[config.mk]
export PLATFORM = sky130hd
export DESIGN_NAME = bjc_top
export DESIGN_NICKNAME = d
export VERILOG_FILES = /design/src/rtl/bjc_pkg.sv /design/src/rtl/bjc_sync.sv /design/src/rtl/bjc_top.sv
export VERILOG_INCLUDE_DIRS = /design/src /design/src/rtl
export SDC_FILE = /design/constraint.sdc
export NUM_CORES = 1
export LEC_CHECK = 0
export BUFFER_PORTS_ARGS = -buffer_cell sky130_fd_sc_hd__buf_2
export CAP_MARGIN = 20
export CORE_MARGIN = 2
export CORE_UTILIZATION = 30
export DETAILED_ROUTE_END_ITERATION = 6
export SKIP_LAST_GASP = 1
export SYNTH_ARGS = -nofsm -noshare
export SYNTH_HDL_FRONTEND = slang
export SYNTH_SLANG_ARGS = --single-unit
[constraint.sdc]
create_clock -name aclk -period 4.8 [get_ports aclk]
set_clock_uncertainty 0.05 [all_clocks]
set_input_delay 0.96 -clock aclk [delete_from_list [all_inputs] [get_ports aclk]]
set_output_delay 0.96 -clock aclk [all_outputs]
set_load 0.02 [all_outputs]
[src/rtl/bjc_params.svh]
// constants of the burner jumper configuration and timing block
// assumes a 100 MHz aclk; included by bjc_top
`ifndef BJC_PARAMS_SVH
`define BJC_PARAMS_SVH

// ----------------------------------------------------------------
// register map
// ----------------------------------------------------------------
`define BJC_ADDR_W 8
`define BJC_CTRL_OFS 8'h00
`define BJC_STATUS_OFS 8'h04
`define BJC_IRQ_STAT_OFS 8'h08
`define BJC_IRQ_MASK_OFS 8'h0c
`define BJC_CONFIG_OFS 8'h10
`define BJC_RUNTIME_OFS 8'h14
`define BJC_RESP_OKAY 2'h0
`define BJC_RESP_SLVERR 2'h2

// ----------------------------------------------------------------
// fields
// ----------------------------------------------------------------
`define BJC_CTRL_START_BIT 0
`define BJC_CTRL_STOP_BIT 1
`define BJC_ST_STATE_LSB 0
`define BJC_ST_FLAME_BIT 4
`define BJC_ST_SHUTDOWN_BIT 5
`define BJC_ST_LOCKOUT_BIT 6
`define BJC_ST_FAULT_LSB 8
`define BJC_ST_STRAPS_LSB 16
`define BJC_ST_LIVE_STRAPS_LSB 20
`define BJC_CFG_PILOT_FLAME_ESTABLISH_PERIOD_LSB 0
`define BJC_CFG_MAIN_FLAME_ESTABLISH_PERIOD_LSB 8
`define BJC_CFG_INTERRUPT_BIT 16
`define BJC_CFG_CHECK_BIT 17
`define BJC_CFG_LINK_BIT 18
`define BJC_IRQ_W 4
`define BJC_IRQ_SHUTDOWN 0
`define BJC_IRQ_LOCKOUT 1
`define BJC_IRQ_STRAP 2
`define BJC_IRQ_RUN 3

// ----------------------------------------------------------------
// reset values
// ----------------------------------------------------------------
`define BJC_IRQ_MASK_RST 4'h0
`define BJC_FAULT_NONE 8'h00
`define BJC_FAULT_JUMPER 8'h6e

// ----------------------------------------------------------------
// timing
// ----------------------------------------------------------------
`define BJC_CLK_PERIOD_NS 32'h0000000a
`define BJC_NS_PER_S 32'h3b9aca00
`define BJC_CYC_PER_S (`BJC_NS_PER_S / `BJC_CLK_PERIOD_NS)
`define BJC_S_PER_HOUR 32'h00000e10
`define BJC_LOCKOUT_HOURS 32'h000000c8
`define BJC_PILOT_FLAME_ESTABLISH_PERIOD_LONG_S 6'h0a
`define BJC_PILOT_FLAME_ESTABLISH_PERIOD_SHORT_S 6'h04
`define BJC_MAIN_FLAME_ESTABLISH_PERIOD_INTERMIT_S 6'h0a
`define BJC_MAIN_FLAME_ESTABLISH_PERIOD_INTERRUPT_S 6'h0f
`define BJC_MAIN_FLAME_ESTABLISH_PERIOD_EXTENDED_S 6'h1e
`define BJC_PILOT_OFF_S 6'h0f
`define BJC_SETTLE_CYC 3'h6

`endif

[src/rtl/bjc_pkg.sv]
// types of the burner jumper configuration and timing block
// assumes nothing beyond the params header
package bjc_pkg;
	typedef enum logic [2:0] {
		BJC_IDLE,
		BJC_PILOT,
		BJC_MAIN,
		BJC_RUN,
		BJC_SHUTDOWN,
		BJC_LOCKOUT
	} bjc_state_e;
	typedef logic [2:0] bjc_sel_t;
endpackage

[src/rtl/bjc_sync.sv]
// three flop input synchroniser with agreement filter
// assumes asynchronous pin inputs and one clock aclk
`timescale 1ns/1ps
module bjc_sync #(
	parameter int W = 1
) (
	input wire logic aclk,
	input wire logic aresetn,
	input wire logic [W-1:0] din,
	output logic [W-1:0] dout
);
	genvar i;
	generate
		for (i = 0; i < W; i++) begin : g_bit
			logic s1_reg, s2_reg, s3_reg, out_reg;
			logic out_next;
			// change taken once stages two and three agree
			always_comb begin
				out_next = (s2_reg == s3_reg) ? s3_reg : out_reg;
			end
			always_ff @(posedge aclk) begin
				if (!aresetn) begin
					s1_reg <= 1'b0;
					s2_reg <= 1'b0;
					s3_reg <= 1'b0;
					out_reg <= 1'b0;
				end else begin
					s1_reg <= din[i];
					s2_reg <= s1_reg;
					s3_reg <= s2_reg;
					out_reg <= out_next;
				end
			end
			assign dout[i] = out_reg;
		end
	endgenerate
endmodule // bjc_sync

[src/rtl/bjc_top.sv]
// burner jumper configuration and ignition trial timing, axi4-lite slave
// assumes 100 MHz aclk, straps and flame sense are asynchronous pins
//
// The AXI4-Lite interface to the registers and the address map were left to the implementer.
`timescale 1ns/1ps
`include "bjc_params.svh"
module bjc_top #(
	parameter int CYC_PER_S = `BJC_CYC_PER_S,
	parameter int S_PER_HOUR = `BJC_S_PER_HOUR
) (
	input wire logic aclk,
	input wire logic aresetn,
	input wire logic [7:0] s_axi_awaddr,
	input wire logic s_axi_awvalid,
	output logic s_axi_awready,
	input wire logic [31:0] s_axi_wdata,
	input wire logic [3:0] s_axi_wstrb,
	input wire logic s_axi_wvalid,
	output logic s_axi_wready,
	output logic [1:0] s_axi_bresp,
	output logic s_axi_bvalid,
	input wire logic s_axi_bready,
	input wire logic [7:0] s_axi_araddr,
	input wire logic s_axi_arvalid,
	output logic s_axi_arready,
	output logic [31:0] s_axi_rdata,
	output logic [1:0] s_axi_rresp,
	output logic s_axi_rvalid,
	input wire logic s_axi_rready,
	input wire logic pilot_period_select_strap,
	input wire logic pilot_valve_mode_strap,
	input wire logic interlock_check_strap,
	input wire logic blower_link_sense,
	input wire logic flame_sense,
	output logic pilot_valve,
	output logic main_valve,
	output logic interlock_check_en,
	output logic safety_shutdown,
	output logic hard_lockout,
	output logic irq
);
	// ----------------------------------------------------------------
	// pin synchronisers
	// ----------------------------------------------------------------
	logic [4:0] pins_s;
	bjc_sync #(.W(5)) u_sync (
		.aclk(aclk),
		.aresetn(aresetn),
		.din({flame_sense, blower_link_sense, interlock_check_strap, pilot_valve_mode_strap,
			pilot_period_select_strap}),
		.dout(pins_s)
	);
	logic [2:0] straps_live;
	logic link_s, flame_s;
	assign straps_live = pins_s[2:0];
	assign link_s = pins_s[3];
	assign flame_s = pins_s[4];

	function automatic bjc_pkg::bjc_sel_t reg_sel(input logic [7:0] a);
		case (a)
			`BJC_CTRL_OFS: reg_sel = 3'h0;
			`BJC_STATUS_OFS: reg_sel = 3'h1;
			`BJC_IRQ_STAT_OFS: reg_sel = 3'h2;
			`BJC_IRQ_MASK_OFS: reg_sel = 3'h3;
			`BJC_CONFIG_OFS: reg_sel = 3'h4;
			`BJC_RUNTIME_OFS: reg_sel = 3'h5;
			default: reg_sel = 3'h7;
		endcase
	endfunction

	// ----------------------------------------------------------------
	// state
	// ----------------------------------------------------------------
	bjc_pkg::bjc_state_e state_reg, state_next;
	logic [2:0] settle_reg, settle_next, straps_reg, straps_next;
	logic latched_reg, latched_next, strap_seen_reg, strap_seen_next;
	logic [26:0] pre_reg, pre_next;
	logic [5:0] sec_reg, sec_next;
	logic [31:0] runtime_reg, runtime_next;
	logic pilot_reg, pilot_next, main_reg, main_next, check_reg, check_next;
	logic shut_reg, shut_next, lock_reg, lock_next;
	logic [7:0] fault_reg, fault_next;
	logic [3:0] istat_reg, istat_next, imask_reg, imask_next;
	logic irq_reg, irq_next;
	logic aw_full_reg, aw_full_next, w_full_reg, w_full_next;
	logic [7:0] awaddr_reg, awaddr_next;
	logic [31:0] wdata_reg, wdata_next;
	logic [3:0] wstrb_reg, wstrb_next;
	logic bvalid_reg, bvalid_next, awready_reg, awready_next, wready_reg, wready_next;
	logic [1:0] bresp_reg, bresp_next, rresp_reg, rresp_next;
	logic arready_reg, arready_next, rvalid_reg, rvalid_next;
	logic [31:0] rdata_reg, rdata_next;

	logic wr_fire, rd_fire, start_cmd, stop_cmd, tick, over_hours, strap_removed;
	logic [5:0] pilot_flame_establish_period_s, main_flame_establish_period_s, pilot_off_s, sec_inc;
	logic [3:0] ev;
	logic [31:0] status_word, config_word;

	// ----------------------------------------------------------------
	// configuration decode
	// ----------------------------------------------------------------
	always_comb begin
		pilot_flame_establish_period_s = straps_reg[0] ? `BJC_PILOT_FLAME_ESTABLISH_PERIOD_LONG_S : `BJC_PILOT_FLAME_ESTABLISH_PERIOD_SHORT_S;
		if (straps_reg[1]) begin
			main_flame_establish_period_s = `BJC_MAIN_FLAME_ESTABLISH_PERIOD_INTERMIT_S;
		end else begin
			main_flame_establish_period_s = link_s ? `BJC_MAIN_FLAME_ESTABLISH_PERIOD_EXTENDED_S : `BJC_MAIN_FLAME_ESTABLISH_PERIOD_INTERRUPT_S;
		end
		pilot_off_s = link_s ? `BJC_MAIN_FLAME_ESTABLISH_PERIOD_EXTENDED_S : `BJC_PILOT_OFF_S;
		over_hours = runtime_reg > 32'(`BJC_LOCKOUT_HOURS * S_PER_HOUR);
		strap_removed = latched_reg && ((straps_reg & ~straps_live) != 3'h0);
		tick = pre_reg == 27'(CYC_PER_S - 1);
		sec_inc = (sec_reg == 6'h3f) ? sec_reg : sec_reg + 6'h01;
		status_word = 32'h0;
		status_word[`BJC_ST_STATE_LSB +: 3] = state_reg;
		status_word[`BJC_ST_FLAME_BIT] = flame_s;
		status_word[`BJC_ST_SHUTDOWN_BIT] = shut_reg;
		status_word[`BJC_ST_LOCKOUT_BIT] = lock_reg;
		status_word[`BJC_ST_FAULT_LSB +: 8] = fault_reg;
		status_word[`BJC_ST_STRAPS_LSB +: 3] = straps_reg;
		status_word[`BJC_ST_LIVE_STRAPS_LSB +: 3] = straps_live;
		config_word = 32'h0;
		config_word[`BJC_CFG_PILOT_FLAME_ESTABLISH_PERIOD_LSB +: 6] = pilot_flame_establish_period_s;
		config_word[`BJC_CFG_MAIN_FLAME_ESTABLISH_PERIOD_LSB +: 6] = main_flame_establish_period_s;
		config_word[`BJC_CFG_INTERRUPT_BIT] = ~straps_reg[1];
		config_word[`BJC_CFG_CHECK_BIT] = check_reg;
		config_word[`BJC_CFG_LINK_BIT] = link_s;
	end

	// ----------------------------------------------------------------
	// axi4-lite slave
	// ----------------------------------------------------------------
	always_comb begin
		aw_full_next = aw_full_reg;
		awaddr_next = awaddr_reg;
		w_full_next = w_full_reg;
		wdata_next = wdata_reg;
		wstrb_next = wstrb_reg;
		bvalid_next = bvalid_reg;
		bresp_next = bresp_reg;
		rvalid_next = rvalid_reg;
		rdata_next = rdata_reg;
		rresp_next = rresp_reg;
		if (s_axi_awvalid && awready_reg) begin
			aw_full_next = 1'b1;
			awaddr_next = s_axi_awaddr;
		end
		if (s_axi_wvalid && wready_reg) begin
			w_full_next = 1'b1;
			wdata_next = s_axi_wdata;
			wstrb_next = s_axi_wstrb;
		end
		wr_fire = aw_full_reg && w_full_reg && !bvalid_reg;
		start_cmd = wr_fire && reg_sel(awaddr_reg) == 3'h0 && wstrb_reg[0] && wdata_reg[`BJC_CTRL_START_BIT];
		stop_cmd = wr_fire && reg_sel(awaddr_reg) == 3'h0 && wstrb_reg[0] && wdata_reg[`BJC_CTRL_STOP_BIT];
		if (wr_fire) begin
			aw_full_next = 1'b0;
			w_full_next = 1'b0;
			bvalid_next = 1'b1;
			bresp_next = (reg_sel(awaddr_reg) == 3'h7) ? `BJC_RESP_SLVERR : `BJC_RESP_OKAY;
		end else if (bvalid_reg && s_axi_bready) begin
			bvalid_next = 1'b0;
		end
		awready_next = !aw_full_next && !bvalid_next;
		wready_next = !w_full_next && !bvalid_next;
		rd_fire = s_axi_arvalid && arready_reg;
		if (rd_fire) begin
			rvalid_next = 1'b1;
			rresp_next = `BJC_RESP_OKAY;
			case (reg_sel(s_axi_araddr))
				3'h0: rdata_next = 32'h0;
				3'h1: rdata_next = status_word;
				3'h2: rdata_next = {28'h0, istat_reg};
				3'h3: rdata_next = {28'h0, imask_reg};
				3'h4: rdata_next = config_word;
				3'h5: rdata_next = runtime_reg;
				default: begin
					rdata_next = 32'h0;
					rresp_next = `BJC_RESP_SLVERR;
				end
			endcase
		end else if (rvalid_reg && s_axi_rready) begin
			rvalid_next = 1'b0;
		end
		arready_next = !rvalid_next;
	end

	// ----------------------------------------------------------------
	// sequencer, strap supervision, interrupts
	// ----------------------------------------------------------------
	always_comb begin
		state_next = state_reg;
		settle_next = settle_reg;
		straps_next = straps_reg;
		latched_next = latched_reg;
		strap_seen_next = strap_seen_reg;
		lock_next = lock_reg;
		fault_next = fault_reg;
		shut_next = shut_reg;
		imask_next = imask_reg;
		ev = 4'h0;
		// latch straps once the synchronisers have settled
		if (!latched_reg) begin
			settle_next = settle_reg + 3'h1;
			if (settle_reg == `BJC_SETTLE_CYC) begin
				straps_next = straps_live;
				latched_next = 1'b1;
			end
		end
		if (strap_removed && !strap_seen_reg) begin
			strap_seen_next = 1'b1;
			ev[`BJC_IRQ_STRAP] = 1'b1;
		end
		case (state_reg)
			bjc_pkg::BJC_IDLE, bjc_pkg::BJC_SHUTDOWN: begin
				if (start_cmd && latched_reg) begin
					state_next = bjc_pkg::BJC_PILOT;
					shut_next = 1'b0;
				end
			end
			bjc_pkg::BJC_PILOT: begin
				if (stop_cmd) begin
					state_next = bjc_pkg::BJC_IDLE;
				end else if (tick && sec_inc == pilot_flame_establish_period_s) begin
					state_next = flame_s ? bjc_pkg::BJC_MAIN : bjc_pkg::BJC_SHUTDOWN;
				end
			end
			bjc_pkg::BJC_MAIN: begin
				if (stop_cmd) begin
					state_next = bjc_pkg::BJC_IDLE;
				end else if (!flame_s) begin
					state_next = bjc_pkg::BJC_SHUTDOWN;
				end else if (tick && sec_inc == main_flame_establish_period_s) begin
					state_next = bjc_pkg::BJC_RUN;
					ev[`BJC_IRQ_RUN] = 1'b1;
				end
			end
			bjc_pkg::BJC_RUN: begin
				if (stop_cmd) begin
					state_next = bjc_pkg::BJC_IDLE;
				end else if (!flame_s) begin
					state_next = bjc_pkg::BJC_SHUTDOWN;
				end
			end
			bjc_pkg::BJC_LOCKOUT: state_next = bjc_pkg::BJC_LOCKOUT;
			default: state_next = bjc_pkg::BJC_IDLE;
		endcase
		if (state_next == bjc_pkg::BJC_SHUTDOWN && state_reg != bjc_pkg::BJC_SHUTDOWN) begin
			shut_next = 1'b1;
			ev[`BJC_IRQ_SHUTDOWN] = 1'b1;
		end
		if (strap_removed && over_hours && !lock_reg) begin
			state_next = bjc_pkg::BJC_LOCKOUT;
			lock_next = 1'b1;
			fault_next = `BJC_FAULT_JUMPER;
			ev[`BJC_IRQ_LOCKOUT] = 1'b1;
		end
		// timers restart on every state change; run keeps counting since main opened
		if (state_next != state_reg && state_next != bjc_pkg::BJC_RUN) begin
			pre_next = 27'h0;
			sec_next = 6'h0;
		end else begin
			pre_next = tick ? 27'h0 : pre_reg + 27'h1;
			sec_next = tick ? sec_inc : sec_reg;
		end
		runtime_next = (tick && main_reg && runtime_reg != 32'hffffffff) ? runtime_reg + 32'h1 : runtime_reg;
		main_next = state_next == bjc_pkg::BJC_MAIN || state_next == bjc_pkg::BJC_RUN;
		pilot_next = state_next == bjc_pkg::BJC_PILOT ||
			(main_next && (straps_reg[1] || sec_next < pilot_off_s));
		check_next = ~straps_reg[2];
		if (wr_fire && reg_sel(awaddr_reg) == 3'h3 && wstrb_reg[0]) begin
			imask_next = wdata_reg[`BJC_IRQ_W-1:0];
		end
		// read clears, a new event in the same cycle survives
		istat_next = ((rd_fire && reg_sel(s_axi_araddr) == 3'h2) ? 4'h0 : istat_reg) | ev;
		irq_next = (istat_next & imask_next) != 4'h0;
	end

	always_ff @(posedge aclk) begin
		if (!aresetn) begin
			state_reg <= bjc_pkg::BJC_IDLE;
			settle_reg <= 3'h0;
			straps_reg <= 3'h7;
			latched_reg <= 1'b0;
			strap_seen_reg <= 1'b0;
			pre_reg <= 27'h0;
			sec_reg <= 6'h0;
			runtime_reg <= 32'h0;
			pilot_reg <= 1'b0;
			main_reg <= 1'b0;
			check_reg <= 1'b0;
			shut_reg <= 1'b0;
			lock_reg <= 1'b0;
			fault_reg <= `BJC_FAULT_NONE;
			istat_reg <= 4'h0;
			imask_reg <= `BJC_IRQ_MASK_RST;
			irq_reg <= 1'b0;
			aw_full_reg <= 1'b0;
			awaddr_reg <= 8'h00;
			w_full_reg <= 1'b0;
			wdata_reg <= 32'h0;
			wstrb_reg <= 4'h0;
			bvalid_reg <= 1'b0;
			bresp_reg <= `BJC_RESP_OKAY;
			awready_reg <= 1'b0;
			wready_reg <= 1'b0;
			arready_reg <= 1'b0;
			rvalid_reg <= 1'b0;
			rdata_reg <= 32'h0;
			rresp_reg <= `BJC_RESP_OKAY;
		end else begin
			state_reg <= state_next;
			settle_reg <= settle_next;
			straps_reg <= straps_next;
			latched_reg <= latched_next;
			strap_seen_reg <= strap_seen_next;
			pre_reg <= pre_next;
			sec_reg <= sec_next;
			runtime_reg <= runtime_next;
			pilot_reg <= pilot_next;
			main_reg <= main_next;
			check_reg <= check_next;
			shut_reg <= shut_next;
			lock_reg <= lock_next;
			fault_reg <= fault_next;
			istat_reg <= istat_next;
			imask_reg <= imask_next;
			irq_reg <= irq_next;
			aw_full_reg <= aw_full_next;
			awaddr_reg <= awaddr_next;
			w_full_reg <= w_full_next;
			wdata_reg <= wdata_next;
			wstrb_reg <= wstrb_next;
			bvalid_reg <= bvalid_next;
			bresp_reg <= bresp_next;
			awready_reg <= awready_next;
			wready_reg <= wready_next;
			arready_reg <= arready_next;
			rvalid_reg <= rvalid_next;
			rdata_reg <= rdata_next;
			rresp_reg <= rresp_next;
		end
	end

	assign s_axi_awready = awready_reg;
	assign s_axi_wready = wready_reg;
	assign s_axi_bvalid = bvalid_reg;
	assign s_axi_bresp = bresp_reg;
	assign s_axi_arready = arready_reg;
	assign s_axi_rvalid = rvalid_reg;
	assign s_axi_rdata = rdata_reg;
	assign s_axi_rresp = rresp_reg;
	assign pilot_valve = pilot_reg;
	assign main_valve = main_reg;
	assign interlock_check_en = check_reg;
	assign safety_shutdown = shut_reg;
	assign hard_lockout = lock_reg;
	assign irq = irq_reg;
endmodule // bjc_top

Word-level counts from Yosys, hierarchy flattened
Cells that the tools add are included.

storage, ports and cells
  bits in registers = 167
  input port bits = 64

operators by class
  reduce and logical (&&, ||, !) cells = 52
  $lt $le $gt $ge = 2
  add/subtract/negate cells = 4
  bitwise logic cells = 8
  equality and inequality tests = 41
  multiplexer cells = 46

operator list
  operator                 count
  $pmux W32 S5             1
  $mux W3                  12
  $pmux W3 S6              2
  $add A32 B1 Y32 const B  1
  $eq A8 B4 Y1 const B     4
  $eq A8 B5 Y1 const B     4
  $gt A32 B20 Y1 const B   1
  $ne A32 B32 Y1 const B   1
  $logic_and A1 B1 Y1      28
  $add A27 B1 Y27 const B  1
  $eq A27 B27 Y1 const B   1
  $eq A3 B2 Y1 const B     8
  $eq A3 B3 Y1 const B     7
  $mux W1                  20
  $mux W6                  3
  $eq A8 B3 Y1 const B     2
  $logic_not A8 Y1         2
  $pmux W3 S5              1
  $mux W4                  3
  $mux W5                  2
  $eq A3 B1 Y1 const B     3
  $logic_not A3 Y1         3
  $logic_not A1 Y1         7
  $add A6 B1 Y6 const B    1
  other kinds (23)         35

Depth between registers and ports, before layout
  word-level depth = 17
  mapped depth = 15
  depth with buffers taken out = 14

By module
A second synthesis with hierarchy kept.

unflattened totals
  cells, all modules = 876
  area, all modules = 7637.3 um^2

by module, submodules not included
  module    area an instance (um^2)  instances  seq. area each (um^2)  cells each
  bjc_top   6993.0                   1          2882.8                 819
  bjc_sync  644.4                    1          400.4                  57

Worst setup path before layout
OpenSTA, ideal clock, no wires.

  kind = input port to flip-flop
  start point = in s_axi_araddr[1]
  end point = reg rdata_reg[23], in the netlist s_axi_rdata[23]
  path buffers = 2
  data required time = 4.674 ns
  setup time = 0.076 ns
  stages on the path = 10
  slack = 1.148 ns
  arrival time = 3.526 ns
  cell sequence = or4_1 or4b_2 ha_1 inv_1 nand3_1 nor2_1 clkbuf_1 clkbuf_1 nand3_1 a21boi_0

on the way
  cells in the longest elaborated chain, start to end = 5
  elaborated cells between the ends (all ways) = 14
  classes of those cells = eq/ne: 10; mux: 3; reduce/logical: 1

ends and longest elaborated chain
  element                                     line            RTL
  start, declared                             bjc_top.sv:23   input wire logic [7:0] s_axi_araddr,
  $eq A8 B5 Y1, or another cell as far along  bjc_top.sv:60   case (a)
  $pmux W3 S6 (*)                             bjc_top.sv:60
  $mux W3 (*)                                 bjc_top.sv:167  if (rd_fire) begin
  $eq A3 B3 Y1, or another cell as far along  bjc_top.sv:170  case (reg_sel(s_axi_araddr))
  $pmux W32 S5 (*)                            bjc_top.sv:170
  end signal, assigned                        bjc_top.sv:340  rdata_reg <= rdata_next;
  end, declared                               bjc_top.sv:92   logic [31:0] rdata_reg, rdata_next;

Every way passes the cells marked *; elsewhere a longest branch is shown, timed or not. The select of a mux whose other input is x is not followed.
A chain may end at the register's enable or synchronous reset.

Worst setup path in the final report
  start point = reg sec_reg[0]
  end point = reg pilot_reg, in the netlist pilot_valve

on the way
  cells in the longest elaborated chain, start to end = 16
  elaborated cells between the ends (all ways) = 27
  classes of those cells = add/sub: 1; order compare: 1; eq/ne: 8; mux: 10; reduce/logical: 7

ends and longest elaborated chain
  element                                               line            RTL
  start, declared                                       bjc_top.sv:78   logic [5:0] sec_reg, sec_next;
  start signal, assigned                                bjc_top.sv:318  sec_reg <= sec_next;
  $add A6 B1 Y6 / $eq A6 B6 Y1 (equally long branches)  bjc_top.sv:113  sec_inc = (sec_reg == 6'h3f) ? sec_reg : sec_reg + 6'h01;
  $mux W6 (*)                                           bjc_top.sv:113
  $eq A6 B6 Y1                                          bjc_top.sv:233  end else if (tick && sec_inc == main_flame_establish_period_s) begin
  $logic_and A1 B1 Y1                                   bjc_top.sv:233
  $mux W3                                               bjc_top.sv:233
  $mux W3                                               bjc_top.sv:231  end else if (!flame_s) begin
  $mux W3                                               bjc_top.sv:229  if (stop_cmd) begin
  $pmux W3 S5                                           bjc_top.sv:214  case (state_reg)
  $mux W3                                               bjc_top.sv:252  if (strap_removed && over_hours && !lock_reg) begin
  $ne A3 B3 Y1 / $ne A3 B2 Y1 (equally long branches)   bjc_top.sv:259  if (state_next != state_reg && state_next != bjc_pkg::BJC_RUN) begin
  $logic_and A1 B1 Y1                                   bjc_top.sv:259
  $mux W6 (*)                                           bjc_top.sv:259
  via sec_next[4]                                       bjc_top.sv:78
  $lt A6 B5 Y1 (*)                                      bjc_top.sv:269  (main_next && (straps_reg[1] || sec_next < pilot_off_s));
  $logic_or A1 B1 Y1 (*)                                bjc_top.sv:269
  $logic_and A1 B1 Y1 (*)                               bjc_top.sv:269
  $logic_or A1 B1 Y1 (*)                                bjc_top.sv:268  pilot_next = state_next == bjc_pkg::BJC_PILOT ||
  end signal, assigned                                  bjc_top.sv:320  pilot_reg <= pilot_next;
  end, declared                                         bjc_top.sv:80   logic pilot_reg, pilot_next, main_reg, main_next, check_reg, check_next;

Mark *: on every way through the listed nets, which the timed path passes. The rest lies on a longest branch.

==> results by stage <==
Critical path:
- The worst setup path is captured at a register.
- Counting both buffers and inverters, the worst setup path holds a total of 0.
- STA classifies the critical path startpoint as a register.
- At the worst endpoint, the arrival time is 4.11 ns.
- The critical path goes through ha_1, and4b_1, mux2_2, nand2_1, a2111o_1, o2bb2a_1, o221a_2, a21oi_4, nor2b_1, ha_1, nor2b_1, o2111ai_1, o2111ai_1, a31oi_1.
- Broken down by cell family, the worst path's largest delay share belongs to compound AO/OA/AOI/OAI gates.
- The critical path in this run is classified as register to register.
- The largest single stage delay on the critical path is 0.57 ns.
- Along the worst path, the maximum fanout reaches 12.
- The cell at the slowest stage of the critical path is dfxtp_1.
- At the worst endpoint, the required time is 5.10 ns.

Clock tree:
- The buffer levels on the longest clock path is 2.
- The number of buffers inserted by post-CTS setup repair is 0.
- The H-tree was split into 4 levels.
- In this run the clock root is driven by a clkbuf_16.
- In this run, post-CTS hold repair placed 0 buffers.
- TritonCTS built the clock tree.
- For this design, the sink count on the clock tree is 164.
- The number of CTS-inserted buffers is 17.
- The clock-pin slew of the registers on the worst-case setup and hold paths is 0.07 ns.
- Gates resized during post-CTS repair numbered 0.
- Clock latency on the worst-skew pair, taken at its later pin, is 0.43 ns.

Placement:
- The count of buffers added on input and output ports is 77.
- The congestion estimate from routability-driven global placement came to 0.8090.
- The HPWL after detailed placement is 13490 µm.

Route:
- The final antenna-violating net count is 0.
- Across all layers, the routed design uses 6553 vias.
- The remaining routing DRC violations is 0.
- The iteration-0 DRC count of the detailed router is 534.
- Using the TritonRoute via totals, the vias-per-cell ratio works out to 4.920.
- The first detailed-routing pass took 6 iterations.
- The final layout contains routed wiring with a total length of 19430 µm.
- Dividing the detail-routed wire length by the instance count gives 14.59 µm.

Logic synthesis:
- The synthesized cell area is 7812 µm².
- The share of flip-flops with an asynchronous set or reset after synthesis is 0%.
- The post-synthesis cell count is 927.
- The synthesized area per cell is 8.428 µm².
- The number of different library cells used by synthesis comes to 73.
- Summing the sequential cell areas from Yosys gives 42.02% of the chip area.
- Yosys mapped a number of flops with a built-in enable equal to 0.
- The largest family of logic cells by synthesized area is simple AND/OR/NAND/NOR gates.
- In this run, synthesis produced a sequential element count of 164.
- The multiplexer share of the synthesized area is 1.313%.
- The share of synthesized cell area in and, or, nand and nor gates is 31.20%.
- Of the total synthesized cell area, the portion taken by XOR and XNOR cells is 5.605%.
- Summing the areas of all compound-gate instances in the mapped netlist gives 14.88% of the synthesized area.
- Summing the areas of all fa, ha and maj instances in the mapped netlist gives 1.281% of the synthesized area.
- Yosys printed 0 warnings.
- The top flip-flop cell by instance count after synthesis is dfxtp_1.

Global route:
- The global routing usage on met1 is 20.46%.
- The number of global-route vias before repair is 5872.
- The met3 capacity usage during global routing is 3.247%.
- The total routing resource utilization after global routing is 14.35%.
- The busiest layer in global routing is met2.
- The wire length of the first global-routing pass is 30910 µm.
- The number of antenna violations at the first check in global routing is 0.
- Global routing finished with a remaining overflow of 0.
- Entering global routing, the biggest net connects 80 pins.
- In the global route stage, met2 resource usage came out at 21.16%.

Floorplanning:
- The die covers 27350 µm².
- The initial cell density of the core is 30.24%.
- The height of the die is 165.4 µm.
- The width of the die is 165.4 µm.
- The floorplan has 59 rows.
- The number of placed I/O pins is 111.
- The total area inside the core boundary comes to 25840 µm².

Pwr:
- Internal power comes to 0.002233 W.
- The part of the total power dissipated in sequential elements is 47.3%.
- The analysis attributes to net switching a power of 0.0007170 W.
- The power per standard cell area is 324.3 nW/µm².
- Per report_power, the combinational group accounts for 3.6% of the total.
- VDD sags by at most 0.1750 mV.
- Net switching is 24.30% of the power.
- The analysis attributes to cell leakage a power of 3.373 nW.
- The clock network is responsible for 49.1% of the overall power.

STA:
- Setup repair after global routing left no endpoint under its margin.
- Setup violations remaining at the end of the flow were counted as 0.
- For this run, the top clock speed supported by timing is 262.3 MHz.
- In the finished design, the share of the clock period the worst path needs comes to 79.44%.
- The clock period minus worst slack is 3.813 ns.
- The number of pins with negative max-slew slack in the final report came to 0.
- The tightest slew margin relative to the limit is 30.98%.
- The aggregate negative setup slack is 0 ns.
- The number of hold-slack violations in the final timing report is 0.
- At the pin with the least slew margin, the transition time is 1.035 ns.

Final layout:
- In the final layout, the share of cells above drive strength 1 is 14.84%.
- The area growth from synthesis to layout is 16.46%.
- After the last flow step, the layout net total stands at 1056.
- In the layout the commonest cells are dfxtp_1, nand2_1, buf_2.
- The leading cell type in the layout, fill and taps excluded is dfxtp_1.
- The final cell utilization of the core is 35.22%.
- The final-layout fill cell count is 2713.
- The number of antenna diodes in the final layout is 0.

Job:
- Max-cap violations in this run came to 0.

Status:
- The run finished with clean final reports.

Hold path:
- In this run the worst hold path is classified as register to register.
## final timing paths
kind	slack (ns)	end	cells past startpoint	startpoint
min	0.38	u_sync.g_bit[3].s2_reg	1	u_sync.g_bit[3].s1_reg
max	0.99	pilot_valve	14	sec_reg[0]
min reg2reg	0.38	u_sync.g_bit[3].s2_reg	1	u_sync.g_bit[3].s1_reg
max reg2reg	0.99	pilot_valve	14	sec_reg[0]
## cell type report
class | instances | area [µm²] | area share [%]
inverters | 20 | 75.07 | 0.8251
clock buffers | 18 | 439.2 | 4.827
multi-input cells | 696 | 4248 | 46.69
well taps | 335 | 419.2 | 4.607
clock inverters | 14 | 186.4 | 2.049
repair buffers | 85 | 447.9 | 4.923
flip-flops and latches | 164 | 3283 | 36.08
## logic make-up after synthesis
family                   Yosys count
other                              1
flip-flops                       164
AND/OR/NAND/NOR                  456
AO/OA/AOI/OAI                    170
XOR/XNOR                          50
buffers and inverters             68
adder cells (fa/ha/maj)            8
multiplexers                      10
## synthesized netlist by cell type, drive strengths merged, types with 27 or more instances
master | count | area (µm²)
and2 | 56 | 350.3
nand3 | 55 | 275.3
nand2 | 134 | 503.0
a21boi | 47 | 352.8
nor3 | 35 | 261.5
a21oi | 27 | 146.4
xnor2 | 33 | 289.0
o21ai | 40 | 200.2
nor2 | 55 | 206.5
nor2b | 31 | 193.9
clkbuf | 39 | 146.4
dfxtp | 164 | 3283
## metrics by stage
stage | power (W) | std cells | instance area (µm²) | hold WS, ns | worst slack, ns
detailed placement | 0.001535 | 1300 | 8473 | 0.3669 | 0.6831
global placement | 0.001534 | 1300 | 8473 | 0.3672 | 0.7363
global route | 0.003053 | 1332 | 9099 | 0.3910 | 0.6620
floorplan | 0.001497 | 928 | 7816 | 0.3619 | 1.148
CTS | 0.002978 | 1332 | 9099 | 0.3839 | 0.9644
finish | 0.002950 | 1332 | 9099 | 0.3833 | 0.9869
## power groups by stage
stage	Combinational, W	Sequential (W)	Clock, W
after floorplan	0.0000685	0.00143	0
after global placement	0.000106	0.00143	0
after detailed placement	0.000107	0.00143	0
after CTS	0.000107	0.00140	0.00147
after global routing	0.000118	0.00140	0.00153
final	0.000106	0.00140	0.00145
## layer usage
metal / vias up / wire [µm]
met5: - / 0
met3: 22 / 1091
met2: 172 / 8265
met4: 0 / 380
li1: 3327 / -
met1: 3032 / 9696
(Power assumes the default switching activity.)
